<file path="src/include/sta_defs.vh">
// constants for the serial adapter: offsets, fields, reset values, timing
`ifndef STA_DEFS_VH
`define STA_DEFS_VH
// register word offsets
`define STA_OFF_DATA 4'h0
`define STA_OFF_CMD 4'h1
`define STA_OFF_STAT 4'h2
`define STA_OFF_IRQ_STAT 4'h3
`define STA_OFF_IRQ_EN 4'h4
`define STA_OFF_IRQ_CLR 4'h5
`define STA_OFF_LOAD_ADDR 4'h6
// command codes written to the command register
`define STA_CMD_WRAP_ON 8'h01
`define STA_CMD_WRAP_OFF 8'h02
`define STA_CMD_RESET 8'h03
// status bit positions
`define STA_ST_TX_BUSY 0
`define STA_ST_RX_FULL 1
`define STA_ST_WRAP 2
`define STA_ST_OVERRUN 3
`define STA_ST_LOAD 4
// interrupt bit positions
`define STA_IRQ_TX_DONE 0
`define STA_IRQ_RX_DONE 1
`define STA_IRQ_WRAP 2
`define STA_IRQ_OVERRUN 3
// reset values
`define STA_IRQ_EN_RST 4'h0
`define STA_LOAD_ADDR_RST 16'h0000
// frame layout: start, eight data, two stop
`define STA_FRAME_BITS 11
`define STA_DATA_BITS 8
// bit rate table: jumper code selects bits per second
`define STA_CLK_HZ 200000000
`define STA_BAUD0 110
`define STA_BAUD1 300
`define STA_BAUD2 1200
`define STA_BAUD3 9600
`endif

</file>
<file path="src/verilog/sta_adapter.v">
// serial character adapter: registers, transmitter, receiver, load mode
`timescale 1ns/100ps
`include "sta_defs.vh"
//
// Function
// [RULE1] transmit and receive run on separate lines and separate engines
// [RULE2] data bits go least significant first
// [RULE3] each byte rides in its own eleven-bit frame, framed separately
// [RULE4] frame is start at space, eight data, two stops at mark
// [RULE5] bit rate comes from a static jumper input only
// [RULE6] static input picks which level is mark on both lines
// [RULE7] every eight-bit value passes unchanged
// [RULE8] no parity and no control-character detection
// [RULE9] one byte per program command in normal operation
// [RULE10] in load mode received bytes go to memory by cycle steal
// [RULE11] diagnostic command enters wrap state, held for later commands
// [RULE12] wrapped write sends byte and loads it into receive register
// [RULE13] wrapped write raises an interrupt for read-back compare
module sta_adapter
(
    CLK,
    RST,
    RATE_SEL,
    MARK_HIGH,
    LOAD_MODE,
    ADDR,
    WDATA,
    WR,
    RD,
    RDATA,
    IRQ,
    CS_REQ,
    CS_ADDR,
    CS_DATA,
    CS_ACK,
    TXD,
    RXD
);
    input wire CLK;
    input wire RST;
    input wire [1:0] RATE_SEL;
    input wire MARK_HIGH;
    input wire LOAD_MODE;
    input wire [3:0] ADDR;
    input wire [15:0] WDATA;
    input wire WR;
    input wire RD;
    output reg [15:0] RDATA;
    output wire IRQ;
    output reg CS_REQ;
    output reg [15:0] CS_ADDR;
    output reg [7:0] CS_DATA;
    input wire CS_ACK;
    output reg TXD;
    input wire RXD;

    // --------------------------------------------------------------
    // states and local decode
    // --------------------------------------------------------------
    localparam TX_IDLE = 1'b0;
    localparam TX_SEND = 1'b1;
    localparam RX_IDLE = 2'h0;
    localparam RX_START = 2'h1;
    localparam RX_DATA = 2'h2;
    localparam RX_STOP = 2'h3;

    // map a line level to logical mark (1) or space (0)
    function line_to_mark;
        input lvl;
        input mark_hi;
        begin
            line_to_mark = mark_hi ? lvl : !lvl;
        end
    endfunction

    wire wr_data = WR && ADDR == `STA_OFF_DATA;
    wire wr_cmd = WR && ADDR == `STA_OFF_CMD;
    wire rd_data = RD && ADDR == `STA_OFF_DATA;
    wire soft_rst = wr_cmd && WDATA[7:0] == `STA_CMD_RESET;

    reg wrap_reg;
    reg [1:0] rate_reg;
    reg mark_reg;
    reg load_reg;
    reg [3:0] irq_stat_reg;
    reg [3:0] irq_en_reg;
    reg [15:0] load_addr_reg;

    // --------------------------------------------------------------
    // static straps, caught after reset
    // --------------------------------------------------------------
    // sampled every cycle out of reset so software never alters rate or polarity
    always @(posedge CLK)
    begin
        if (RST)
        begin
            rate_reg <= 2'h0;
            mark_reg <= MARK_HIGH;
            load_reg <= 1'b0;
        end
        else
        begin
            rate_reg <= RATE_SEL; // RULE5
            mark_reg <= MARK_HIGH; // RULE6
            load_reg <= LOAD_MODE;
        end
    end

    // --------------------------------------------------------------
    // transmitter
    // --------------------------------------------------------------
    reg tx_state_reg;
    reg [10:0] tx_shift_reg;
    reg [3:0] tx_cnt_reg;
    wire tx_tick;
    wire tx_start = wr_data && tx_state_reg == TX_IDLE;
    reg tx_done;

    sta_bit_timer u_tx_timer
    (
        .CLK(CLK),
        .RST(RST),
        .restart(tx_start),
        .rate_sel(rate_reg),
        .half_tick(),
        .tick(tx_tick)
    );

    // own engine and timer so receive runs concurrently
    always @(posedge CLK)
    begin
        tx_done <= 1'b0;
        if (RST || soft_rst)
        begin
            tx_state_reg <= TX_IDLE;
            tx_shift_reg <= {11{1'b1}};
            tx_cnt_reg <= 4'h0;
            TXD <= MARK_HIGH ? 1'b1 : 1'b0;
        end
        else
        begin
            case (tx_state_reg)
                TX_IDLE:
                begin
                    TXD <= mark_reg ? 1'b1 : 1'b0; // RULE4
                    if (tx_start)
                    begin
                        // stops, data unaltered, start; lsb nearest out
                        tx_shift_reg <= {2'b11, WDATA[7:0], 1'b0}; // RULE7
                        tx_cnt_reg <= 4'h0;
                        tx_state_reg <= TX_SEND; // RULE9
                    end
                end
                TX_SEND:
                begin
                    TXD <= mark_reg ? tx_shift_reg[0] : !tx_shift_reg[0];
                    if (tx_tick)
                    begin
                        tx_shift_reg <= {1'b1, tx_shift_reg[10:1]}; // RULE2
                        tx_cnt_reg <= tx_cnt_reg + 1'b1;
                        if (tx_cnt_reg == `STA_FRAME_BITS - 1) // RULE3
                        begin
                            tx_state_reg <= TX_IDLE;
                            tx_done <= 1'b1;
                        end
                    end
                end
                default: tx_state_reg <= TX_IDLE;
            endcase
        end
    end

    // --------------------------------------------------------------
    // receiver
    // --------------------------------------------------------------
    reg [1:0] rx_state_reg;
    reg [7:0] rx_shift_reg;
    reg [3:0] rx_cnt_reg;
    reg [7:0] rx_data_reg;
    reg rx_full_reg;
    reg overrun_reg;
    reg rx_done;
    reg rx_over;
    wire rx_mark = line_to_mark(RXD, mark_reg); // RULE6
    wire rx_half;
    wire rx_edge = rx_state_reg == RX_IDLE && !rx_mark;
    // wrapped write loads the receive register too
    wire wrap_load = wr_data && wrap_reg && tx_start; // RULE12
    // memory takes the held byte in the cycle it grants
    wire cs_take = CS_REQ && CS_ACK;

    sta_bit_timer u_rx_timer // RULE1
    (
        .CLK(CLK),
        .RST(RST),
        .restart(rx_edge),
        .rate_sel(rate_reg),
        .half_tick(rx_half),
        .tick()
    );

    // sample mid-bit: half period after start edge, then whole periods
    always @(posedge CLK)
    begin
        rx_done <= 1'b0;
        if (RST || soft_rst)
        begin
            rx_state_reg <= RX_IDLE;
            rx_shift_reg <= 8'h00;
            rx_cnt_reg <= 4'h0;
        end
        else
        begin
            case (rx_state_reg)
                RX_IDLE:
                    if (rx_edge)
                        rx_state_reg <= RX_START; // RULE3
                RX_START:
                    if (rx_half)
                        rx_state_reg <= rx_mark ? RX_IDLE : RX_DATA;
                RX_DATA:
                    if (rx_half)
                    begin
                        rx_shift_reg <= {rx_mark, rx_shift_reg[7:1]}; // RULE2
                        rx_cnt_reg <= rx_cnt_reg + 1'b1;
                        if (rx_cnt_reg == `STA_DATA_BITS - 1)
                        begin
                            rx_cnt_reg <= 4'h0;
                            rx_state_reg <= RX_STOP;
                        end
                    end
                RX_STOP:
                    // first stop timed to mid-bit but its level not checked; second stop is idle line time
                    if (rx_half)
                    begin
                        rx_state_reg <= RX_IDLE;
                        rx_done <= 1'b1; // RULE8
                    end
                default: rx_state_reg <= RX_IDLE;
            endcase
        end
    end

    // receive data register; a new byte before read sets overrun
    always @(posedge CLK)
    begin
        rx_over <= 1'b0;
        if (RST || soft_rst)
        begin
            rx_data_reg <= 8'h00;
            rx_full_reg <= 1'b0;
        end
        else if (rx_done || wrap_load)
        begin
            rx_data_reg <= wrap_load ? WDATA[7:0] : rx_shift_reg; // RULE12
            rx_full_reg <= 1'b1;
            rx_over <= rx_full_reg && !rd_data && !cs_take;
        end
        else if (rd_data || cs_take)
            rx_full_reg <= 1'b0; // RULE9
    end

    // --------------------------------------------------------------
    // cycle-steal delivery during program load
    // --------------------------------------------------------------
    always @(posedge CLK)
    begin
        if (RST || soft_rst)
        begin
            CS_REQ <= 1'b0;
            CS_ADDR <= `STA_LOAD_ADDR_RST;
            CS_DATA <= 8'h00;
        end
        else if (cs_take)
        begin
            CS_REQ <= 1'b0;
            CS_ADDR <= CS_ADDR + 16'h0001;
        end
        else if (load_reg && rx_full_reg && !CS_REQ && !rx_done)
        begin
            CS_REQ <= 1'b1; // RULE10
            CS_DATA <= rx_data_reg;
            CS_ADDR <= load_addr_reg;
        end
    end

    // --------------------------------------------------------------
    // command, wrap state and load address
    // --------------------------------------------------------------
    // wrap persists until turned off or reset
    always @(posedge CLK)
    begin
        if (RST || soft_rst)
        begin
            wrap_reg <= 1'b0;
            load_addr_reg <= `STA_LOAD_ADDR_RST;
        end
        else
        begin
            if (wr_cmd && WDATA[7:0] == `STA_CMD_WRAP_ON)
                wrap_reg <= 1'b1; // RULE11
            else if (wr_cmd && WDATA[7:0] == `STA_CMD_WRAP_OFF)
                wrap_reg <= 1'b0;
            if (WR && ADDR == `STA_OFF_LOAD_ADDR)
                load_addr_reg <= WDATA;
            else if (cs_take)
                load_addr_reg <= load_addr_reg + 16'h0001;
        end
    end

    // --------------------------------------------------------------
    // interrupts: sticky status, set wins over clear
    // --------------------------------------------------------------
    wire [3:0] irq_set = {rx_over, wrap_load, rx_done, tx_done};
    wire [3:0] irq_clr = (WR && ADDR == `STA_OFF_IRQ_CLR) ? WDATA[3:0] : 4'h0;
    always @(posedge CLK)
    begin
        if (RST || soft_rst)
        begin
            irq_stat_reg <= 4'h0;
            irq_en_reg <= `STA_IRQ_EN_RST;
        end
        else
        begin
            irq_stat_reg <= (irq_stat_reg & ~irq_clr) | irq_set; // RULE13
            if (WR && ADDR == `STA_OFF_IRQ_EN)
                irq_en_reg <= WDATA[3:0];
        end
    end
    assign IRQ = |(irq_stat_reg & irq_en_reg);

    always @(posedge CLK)
    begin
        if (RST)
            overrun_reg <= 1'b0;
        else if (rx_over)
            overrun_reg <= 1'b1;
        else if (rd_data || soft_rst)
            overrun_reg <= 1'b0;
    end

    // --------------------------------------------------------------
    // read port: data one cycle after strobe
    // --------------------------------------------------------------
    always @(posedge CLK)
    begin
        if (RST)
            RDATA <= 16'h0000;
        else if (RD)
        begin
            case (ADDR)
                `STA_OFF_DATA: RDATA <= {8'h00, rx_data_reg}; // RULE7
                `STA_OFF_STAT: RDATA <= {11'h000, load_reg, overrun_reg,
                    wrap_reg, rx_full_reg, tx_state_reg};
                `STA_OFF_IRQ_STAT: RDATA <= {12'h000, irq_stat_reg};
                `STA_OFF_IRQ_EN: RDATA <= {12'h000, irq_en_reg};
                `STA_OFF_LOAD_ADDR: RDATA <= load_addr_reg;
                default: RDATA <= 16'h0000;
            endcase
        end
        else
            RDATA <= 16'h0000;
    end
endmodule // sta_adapter

</file>
<file path="src/verilog/sta_bit_timer.v">
// bit timer: divides CLK to a one-cycle tick at the jumpered bit rate
`timescale 1ns/100ps
`include "sta_defs.vh"
module sta_bit_timer
#(
    parameter CW = 21,
    parameter DIV0 = `STA_CLK_HZ / `STA_BAUD0,
    parameter DIV1 = `STA_CLK_HZ / `STA_BAUD1,
    parameter DIV2 = `STA_CLK_HZ / `STA_BAUD2,
    parameter DIV3 = `STA_CLK_HZ / `STA_BAUD3
)
(
    input wire CLK,
    input wire RST,
    input wire restart,
    input wire [1:0] rate_sel,
    output reg half_tick,
    output reg tick
);
    reg [CW-1:0] cnt_reg;
    reg [CW-1:0] cnt_next;
    reg [CW-1:0] period;

    // period lookup from the static jumper code
    always @*
    begin
        case (rate_sel)
            2'h0: period = DIV0[CW-1:0];
            2'h1: period = DIV1[CW-1:0];
            2'h2: period = DIV2[CW-1:0];
            default: period = DIV3[CW-1:0];
        endcase
    end

    // restart lets the receiver align to a start edge
    always @*
    begin
        if (restart || cnt_reg >= period - 1'b1)
            cnt_next = {CW{1'b0}};
        else
            cnt_next = cnt_reg + 1'b1;
    end

    always @(posedge CLK)
    begin
        if (RST)
        begin
            cnt_reg <= {CW{1'b0}};
            tick <= 1'b0;
            half_tick <= 1'b0;
        end
        else
        begin
            cnt_reg <= cnt_next;
            tick <= !restart && (cnt_reg == period - 1'b1);
            half_tick <= !restart && (cnt_reg == {1'b0, period[CW-1:1]});
        end
    end
endmodule // sta_bit_timer
</file>
<file path="config.mk">
export PLATFORM = sky130hd
export DESIGN_NAME = sta_adapter
export DESIGN_NICKNAME = d
export VERILOG_FILES = /design/src/verilog/sta_adapter.v /design/src/verilog/sta_bit_timer.v
export VERILOG_INCLUDE_DIRS = /design/src /design/src/include
export SDC_FILE = /design/constraint.sdc
export NUM_CORES = 1
export LEC_CHECK = 0
export BUFFER_PORTS_ARGS = -buffer_cell sky130_fd_sc_hd__buf_2
export CAP_MARGIN = 30
export CORE_AREA = 2 2 147 149
export DETAILED_ROUTE_END_ITERATION = 12
export DIE_AREA = 0 0 149 151
export HOLD_SLACK_MARGIN = 0.05
export PLACE_DENSITY_LB_ADDON = 0.12
export SYNTH_ARGS = -nofsm -noshare
export SYNTH_HDL_FRONTEND = slang
export SYNTH_SLANG_ARGS = --single-unit
</file>
<file path="constraint.sdc">
create_clock -name CLK -period 2.7 [get_ports CLK]
set_input_delay 0.405 -clock CLK [delete_from_list [all_inputs] [get_ports CLK]]
set_output_delay 0.405 -clock CLK [all_outputs]
set_load 0.02 [all_outputs]
</file>
==> run metrics, run 1 <==
outcome completed; Synth area leader dfxtp_1; class of the most critical hold timing path input pin to register; Clk network pwr share 0.463; worst endpoint data arrival time 2.84 ns; fraction of final layout cells sized beyond drive strength 1 0.1775; sequential share of the synthesized area 0.3872; hold-fix buffer count after cts 0; worst setup path endpoint u_rx_timer.cnt_reg[4]; Crit. End Element register; post-detailed-route via-to-cell ratio 5.314; Final Wtd Congestion 0.7998; cell count after synthesis 931; Critical Setup Path Class register to register; number of sinks handled by clock tree synthesis 156; Hold Violations, Final 0; most instantiated cells after synthesis dfxtp_1, nand2_1, nor2_1; Die ar. 22,500 um^2; number of max-slew violations in the final report 0; start point of the critical path rate_reg[1]; transition at the pin with the smallest max-transition slack 0.7722 ns; clock transition time at the flip-flop clock pins of the worst setup and hold paths 0.07 ns; reported max-cap violation count 0; crit-path cells buf_4 > ha_1 > o21ba_4 > inv_6 > ha_1 > nand4_1 > nor4_2 > a21oi_1 > o21ai_2 > buf_12 > nor3_2; part of the power in combinational logic 0.069; power density over the cells 526.4 nW/um^2; Design Area, Final 9540 um^2; Fin Clk Skew 0.01059 ns; die extent in x 149 um; area delta synth->final 18.27%; static leakage power 3.650 nW; depth of the worst register-to-register path 11; number of enable flip-flop cells after synthesis 0; main area contributors after synthesis dfxtp_1, ha_1, nand2_1; Relative slew margins 0.4804; Worst path depth 11; leading register cell type out of synthesis dfxtp_1; total CTS buffers 17; HPWL Detailed 14,760 um; ports placed on the boundary 73; count of final setup violators 0; Total Routing Usage GR 0.1871; min setup slack post-route 0.1758 ns; net count of the finished layout 1,100; residual overflow from global routing 0; later-pin clock latency in the skew report 0.42 ns; Routed WL 20,630 um; synthesized area 8066 um^2; Fmax achieved 0.3962 GHz; deepest level of the CTS H-tree 4; Setup WS pre-CTS 0.08256 ns; count of filler cells inserted in the layout 2,165; average detailed-routed wire length per instance 15.79 um; post-detailed-route count of antenna-violating nets 0; number of buffers and inverters on the critical path 3; maximum number of pins on one net before global-route repair 49; launching element type of the critical path register; largest incremental delay on the critical path 0.32 ns; first drt pass iteration count 5; count of inserted antenna diode cells 0; peak supply drop 0.0004020 V; capture instance of the worst register-to-register path u_rx_timer.cnt_reg[4]; number of warnings printed during yosys synthesis 0; cell row count 53; endpoint required time on the critical path 3.01 ns; startpoint of the worst register-to-register path rate_reg[1]; Largest delay share family, worst path compound AO/OA/AOI/OAI gates; number of global-route vias before repair 6,336; area of the core 20,820 um^2; Die Ht 151 um; Buffers on Ports 72; cell chosen for the clock root clkbuf_16; final routed DRC violation total 0; setup TNS 0 ns; overall via count from detail_route 6,940; placed standard-cell area 8920 um^2; proportion of netlist area held by the largest area contributor 0.3872; Reg power frac 0.468; shortest clock period the worst path allows after layout 2.524 ns; number of antenna violations at the first check in global routing 0; number of buffers between clock root and the deepest sink 2; Sw Share 0.2535; post-synth cell types 66; Worst R2R Setup Slack 0.18 ns; Detailed Route Iter0 Violations 464; switching power of the nets 1.273 mW; cell internal power dissipation 3.749 mW; most frequent CP cell ha_1; initial core utilization 0.3874; flip-flop and latch count after synthesis 156; portion of the clock cycle consumed by the worst path in the final layout 0.9349; fraction of registers with async set/reset 0; cell with the most instances after synthesis dfxtp_1; wire length of the first global-routing pass 33,600 um; mean instance size in the synthesized netlist 8.664 um^2; clock tree from TritonCTS yes; cell with the largest stage delay on the worst path o21ba_4; Critical Path Fanout Max 21
[power by group through the flow]
stage,Sequential (mW),Clock [mW],Combinational [mW]
final,2.35,2.32,0.346
after global routing,2.35,2.48,0.389
after CTS,2.35,2.39,0.336
after detailed placement,2.40,0,0.334
after global placement,2.40,0,0.333
after floorplan,2.40,0,0.218
[repair_timing]
item,CTS,global route
buffers inserted,0,3
setup endpoints to repair,0,42
gates resized for setup,0,8
endpoints found under the hold margin,0,0
[layer usage]
| metal | part of all wire | track usage | wire, um | vias to the layer above |
|---|---|---|---|---|
| li1 | - | - | - | 3540 |
| met1 | 0.48 | 0.2525 | 9894 | 3241 |
| met2 | 0.48 | 0.3088 | 9830 | 135 |
| met3 | 0.031 | 0.02711 | 649 | 24 |
| met4 | 0.012 | 0.06048 | 253 | 0 |
| met5 | 0 | 0 | 0 | - |
[worst reg2reg max path: stages, from the launching register on]
cell	delay, ns
dfxtp_1	0.31
buf_4	0.14
ha_1	0.29
o21ba_4	0.32
inv_6	0.06
ha_1	0.27
nand4_1	0.14
nor4_2	0.30
a21oi_1	0.14
o21ai_2	0.17
buf_12	0.21
nor3_2	0.07
[layout make-up]
class | instances | area (um^2) | share of cell area
well taps | 275 | 344.1 | 0.03607
flip-flops and latches | 156 | 3124 | 0.3275
clock buffers | 18 | 429.2 | 0.04498
repair buffers | 107 | 676.9 | 0.07095
multi-input cells | 712 | 4737 | 0.4965
inverters | 24 | 95.09 | 0.009967
clock inverters | 14 | 133.9 | 0.01403
[how the worst min path moves through the flow]
| stage | depth (start not counted) | end | slack (ns) | from |
|---|---|---|---|---|
| finish | 1 | mark_reg | 0.1 | MARK_HIGH |
| global route | 1 | mark_reg | 0.09 | MARK_HIGH |
| CTS | 1 | mark_reg | 0.08 | MARK_HIGH |
| detailed placement | 2 | irq_stat_reg[0] | 0.42 | tx_done |
| global placement | 2 | irq_stat_reg[0] | 0.42 | tx_done |
| floorplan | 2 | irq_stat_reg[0] | 0.41 | tx_done |
[kinds of logic (layout without fill, tap and decap cells)]
| group | count (synthesis) | after routing | share of synthesized area |
|---|---|---|---|
| flip-flops | 156 | 156 | 0.3872 |
| multiplexers | 25 | 25 | 0.03118 |
| AND/OR/NAND/NOR | 371 | 371 | 0.2339 |
| buffers and inverters | 68 | 163 | 0.03707 |
| adder cells (fa/ha/maj) | 55 | 55 | 0.08484 |
| other | 1 | 6 | 0.0004649 |
| XOR/XNOR | 62 | 62 | 0.06732 |
| AO/OA/AOI/OAI | 193 | 193 | 0.1581 |
[placed cells by master, fill, tap and decap left out, types with 17 or more instances in the layout]
cell type,n
a21oi_1,57
nor3_1,19
clkbuf_16,17
mux2i_1,23
inv_1,23
buf_4,30
ha_1,51
buf_2,72
dfxtp_1,155
nand2_1,109
xnor2_1,33
nor2_1,84
nand4_1,26
nor3_2,21
xor2_1,29
o21ai_0,32
a211oi_1,45
and3_1,18
nand3_1,34
[stage by stage]
step,power (mW),util,std cells,hold slack (ns)
after floorplan,2.614,-,936,0.4130
after global placement,2.737,0.4284,1271,0.4205
after detailed placement,2.738,0.4284,1271,0.4250
after CTS,5.077,0.4554,1303,0.08361
after global routing,5.224,0.4582,1306,0.09052
final,5.022,0.4582,1306,0.09953
Note: power is estimated with default switching activity, not from simulation.
==> run 2: changes to the inputs <==
CELL_PAD_IN_SITES_DETAIL_PLACEMENT = 2   (was default)
CELL_PAD_IN_SITES_GLOBAL_PLACEMENT = 2   (was default)
CORE_AREA = 2 2 160 162   (was 2 2 147 149)
DIE_AREA = 0 0 162 164   (was 0 0 149 151)
==> run 2 against run 1 <==
Die area increased by 18%. Clock power increased by 2%. Final area increased by 1.7%. Via count increased by 3.5%. Wire length increased by 26%. Largest power group is now clock. Worst setup slack got worse by 0.062 ns. Register-to-register slack got worse by 0.06 ns. Combinational power increased by 4%. Sequential power about the same. Non-clock buffer count increased by 4. Clock skew increased by 0.012 ns. Hold slack about the same.
==> run metrics, run 2 (synthesis results as in run 1) <==
setup repair after global routing missed its margin true; Final Wtd Congestion 0.7759 (was 0.7998); total CTS buffers 17 (unchanged); cell row count 58 (was 53); portion of the clock cycle consumed by the worst path in the final layout 0.9577 (was 0.9349); number of global-route vias before repair 7,496 (was 6,336); number of buffers between clock root and the deepest sink 2 (unchanged); area delta synth->final 20.32% (was 18.27%); final routed DRC violation total 0 (unchanged); maximum number of pins on one net before global-route repair 63 (was 49); number of sinks handled by clock tree synthesis 156 (unchanged); worst endpoint data arrival time 2.90 ns (was 2.84 ns); ports placed on the boundary 73 (unchanged); Sw Share 0.2549 (was 0.2535); static leakage power 3.670 nW (was 3.650 nW); hold-fix buffer count after cts 0 (unchanged); Detailed Route Iter0 Violations 241 (was 464); area of the core 24,820 um^2 (was 20,820 um^2); leading cell type in the layout, fill and taps excluded dfxtp_1 (unchanged); Clk network pwr share 0.466 (was 0.463); net count of the finished layout 1,104 (was 1,100); Critical Path Fanout Max 10 (was 21); overall via count from detail_route 7,181 (was 6,940); outcome completed (unchanged); part of the power in combinational logic 0.071 (was 0.069); post-detailed-route via-to-cell ratio 5.261 (was 5.314); Crit. End Element register (unchanged); reported max-cap violation count 0 (unchanged); most frequent CP cell buf_4 (was ha_1); clock transition time at the flip-flop clock pins of the worst setup and hold paths 0.07 ns (about the same); number of max-slew violations in the final report 0 (unchanged); count of filler cells inserted in the layout 2,829 (was 2,165); transition at the pin with the smallest max-transition slack 0.7302 ns (was 0.7722 ns); largest incremental delay on the critical path 0.32 ns (about the same); wire length of the first global-routing pass 42,040 um (was 33,600 um); shortest clock period the worst path allows after layout 2.586 ns (was 2.524 ns); post-detailed-route count of antenna-violating nets 0 (unchanged); Total Routing Usage GR 0.2012 (was 0.1871); later-pin clock latency in the skew report 0.44 ns (was 0.42 ns); Fmax achieved 0.3867 GHz (was 0.3962 GHz); power density over the cells 523.7 nW/um^2 (was 526.4 nW/um^2); class of the most critical hold timing path input pin to register (unchanged); cell with the largest stage delay on the worst path dfxtp_2 (was o21ba_4); cell internal power dissipation 3.787 mW (was 3.749 mW); post-layout total power 5.083 mW (was 5.022 mW); clock tree from TritonCTS yes (unchanged); fraction of final layout cells sized beyond drive strength 1 0.1855 (was 0.1775); Relative slew margins 0.5114 (was 0.4804); Critical Setup Path Class register to register (unchanged); Die Ht 164 um (was 151 um); count of final setup violators 0 (unchanged); die extent in x 162 um (was 149 um); top library cells by usage in the layout, fill and taps aside dfxtp_1, nand2_1, nor2_1 (unchanged); Routed WL 25,920 um (was 20,630 um); HPWL Detailed 18,830 um (was 14,760 um); cell chosen for the clock root clkbuf_16 (unchanged); multi-input logic area 4775 um^2 (was 4737 um^2); setup TNS 0 ns (unchanged); Hold Violations, Final 0 (unchanged); crit-path cells buf_4 > ha_2 > buf_4 > ha_1 > nand4_1 > mux2i_2 > o2111ai_2 > a311oi_4 > buf_6 > clkbuf_16 > nor3_2 (was buf_4 > ha_1 > o21ba_4 > inv_6 > ha_1 > nand4_1 > nor4_2 > a21oi_1 > o21ai_2 > buf_12 > nor3_2); first drt pass iteration count 5 (unchanged); count of inserted antenna diode cells 0 (unchanged); register cell area after layout 3124 um^2 (unchanged); Fin Clk Skew 0.02229 ns (was 0.01059 ns); average detailed-routed wire length per instance 18.99 um (was 15.79 um); Die ar. 26,570 um^2 (was 22,500 um^2); Reg power frac 0.463 (was 0.468); Buffers on Ports 72 (unchanged); launching element type of the critical path register (unchanged); peak supply drop 0.0003246 V (was 0.0004020 V); residual overflow from global routing 0 (unchanged); switching power of the nets 1.295 mW (was 1.273 mW); deepest level of the CTS H-tree 4 (unchanged); initial core utilization 0.3250 (was 0.3874); endpoint required time on the critical path 3.02 ns (was 3.01 ns); number of antenna violations at the first check in global routing 0 (unchanged)
## run 2: layout make-up
cell class              count  share of cell area
well taps                 330             0.04254
multi-input cells         712              0.4919
repair buffers            111             0.07503
clock buffers              20             0.04705
inverters                  24            0.009798
flip-flops and latches    156              0.3219
clock inverters            12             0.01173
## run 2: final timing paths
check / cells after the start / from / slack [ns] / to
worst min-delay path: 1 / MARK_HIGH / 0.1 / mark_reg
worst max-delay path: 11 / rate_reg[0] / 0.11 / u_rx_timer.cnt_reg[7]
worst min register to register: 2 / CS_DATA[1] / 0.45 / CS_DATA[1]
worst max register to register: 11 / rate_reg[0] / 0.11 / u_rx_timer.cnt_reg[7]
## run 2: power by group through the flow
stage | logic (mW) | clock network, mW | registers (mW)
2_1_floorplan | 0.218 | 0 | 2.40
3_3_place_gp | 0.342 | 0 | 2.40
3_5_place_dp | 0.349 | 0 | 2.41
4_1_cts | 0.352 | 2.45 | 2.35
5_1_grt | 0.404 | 2.54 | 2.35
6_report | 0.360 | 2.37 | 2.35
## run 2: what timing repair did
action                     CTS  global route
gates resized for setup      0            16
hold endpoints to repair     0             0
setup endpoints to repair    0            42
buffers inserted             0             4
## run 2: stage by stage
stage / cells / util / cell area [um^2] / hold WS, ns / worst slack (ns)
3_5_place_dp: 1328 / 0.3628 / 9004 / 0.4410 / 0.03359
2_1_floorplan: 936 / - / 8100 / 0.4130 / 0.03260
6_report: 1365 / 0.3911 / 9706 / 0.09996 / 0.1142
3_3_place_gp: 1328 / 0.3628 / 9004 / 0.4230 / 0.1260
5_1_grt: 1365 / 0.3911 / 9706 / 0.08042 / -0.02889
4_1_cts: 1360 / 0.3858 / 9574 / 0.08398 / 0.007325
## run 2: layer usage
layer	global-route usage	vias to the layer above	wire, um
met4	0.04224	0	233
li1	-	3529	-
met2	0.3586	75	12910
met3	0.03182	13	505
met1	0.2572	3564	12270
met5	0	-	0
## run 2: critical path: cells and delay by family, from the launching register on
| kind | cells | cell delay (ns) |
|---|---|---|
| simple gates | 2 | 0.18 |
| mux | 1 | 0.29 |
| flops | 1 | 0.32 |
| fa+ha+maj | 2 | 0.55 |
| compound gates | 2 | 0.47 |
| buf+inv | 4 | 0.66 |
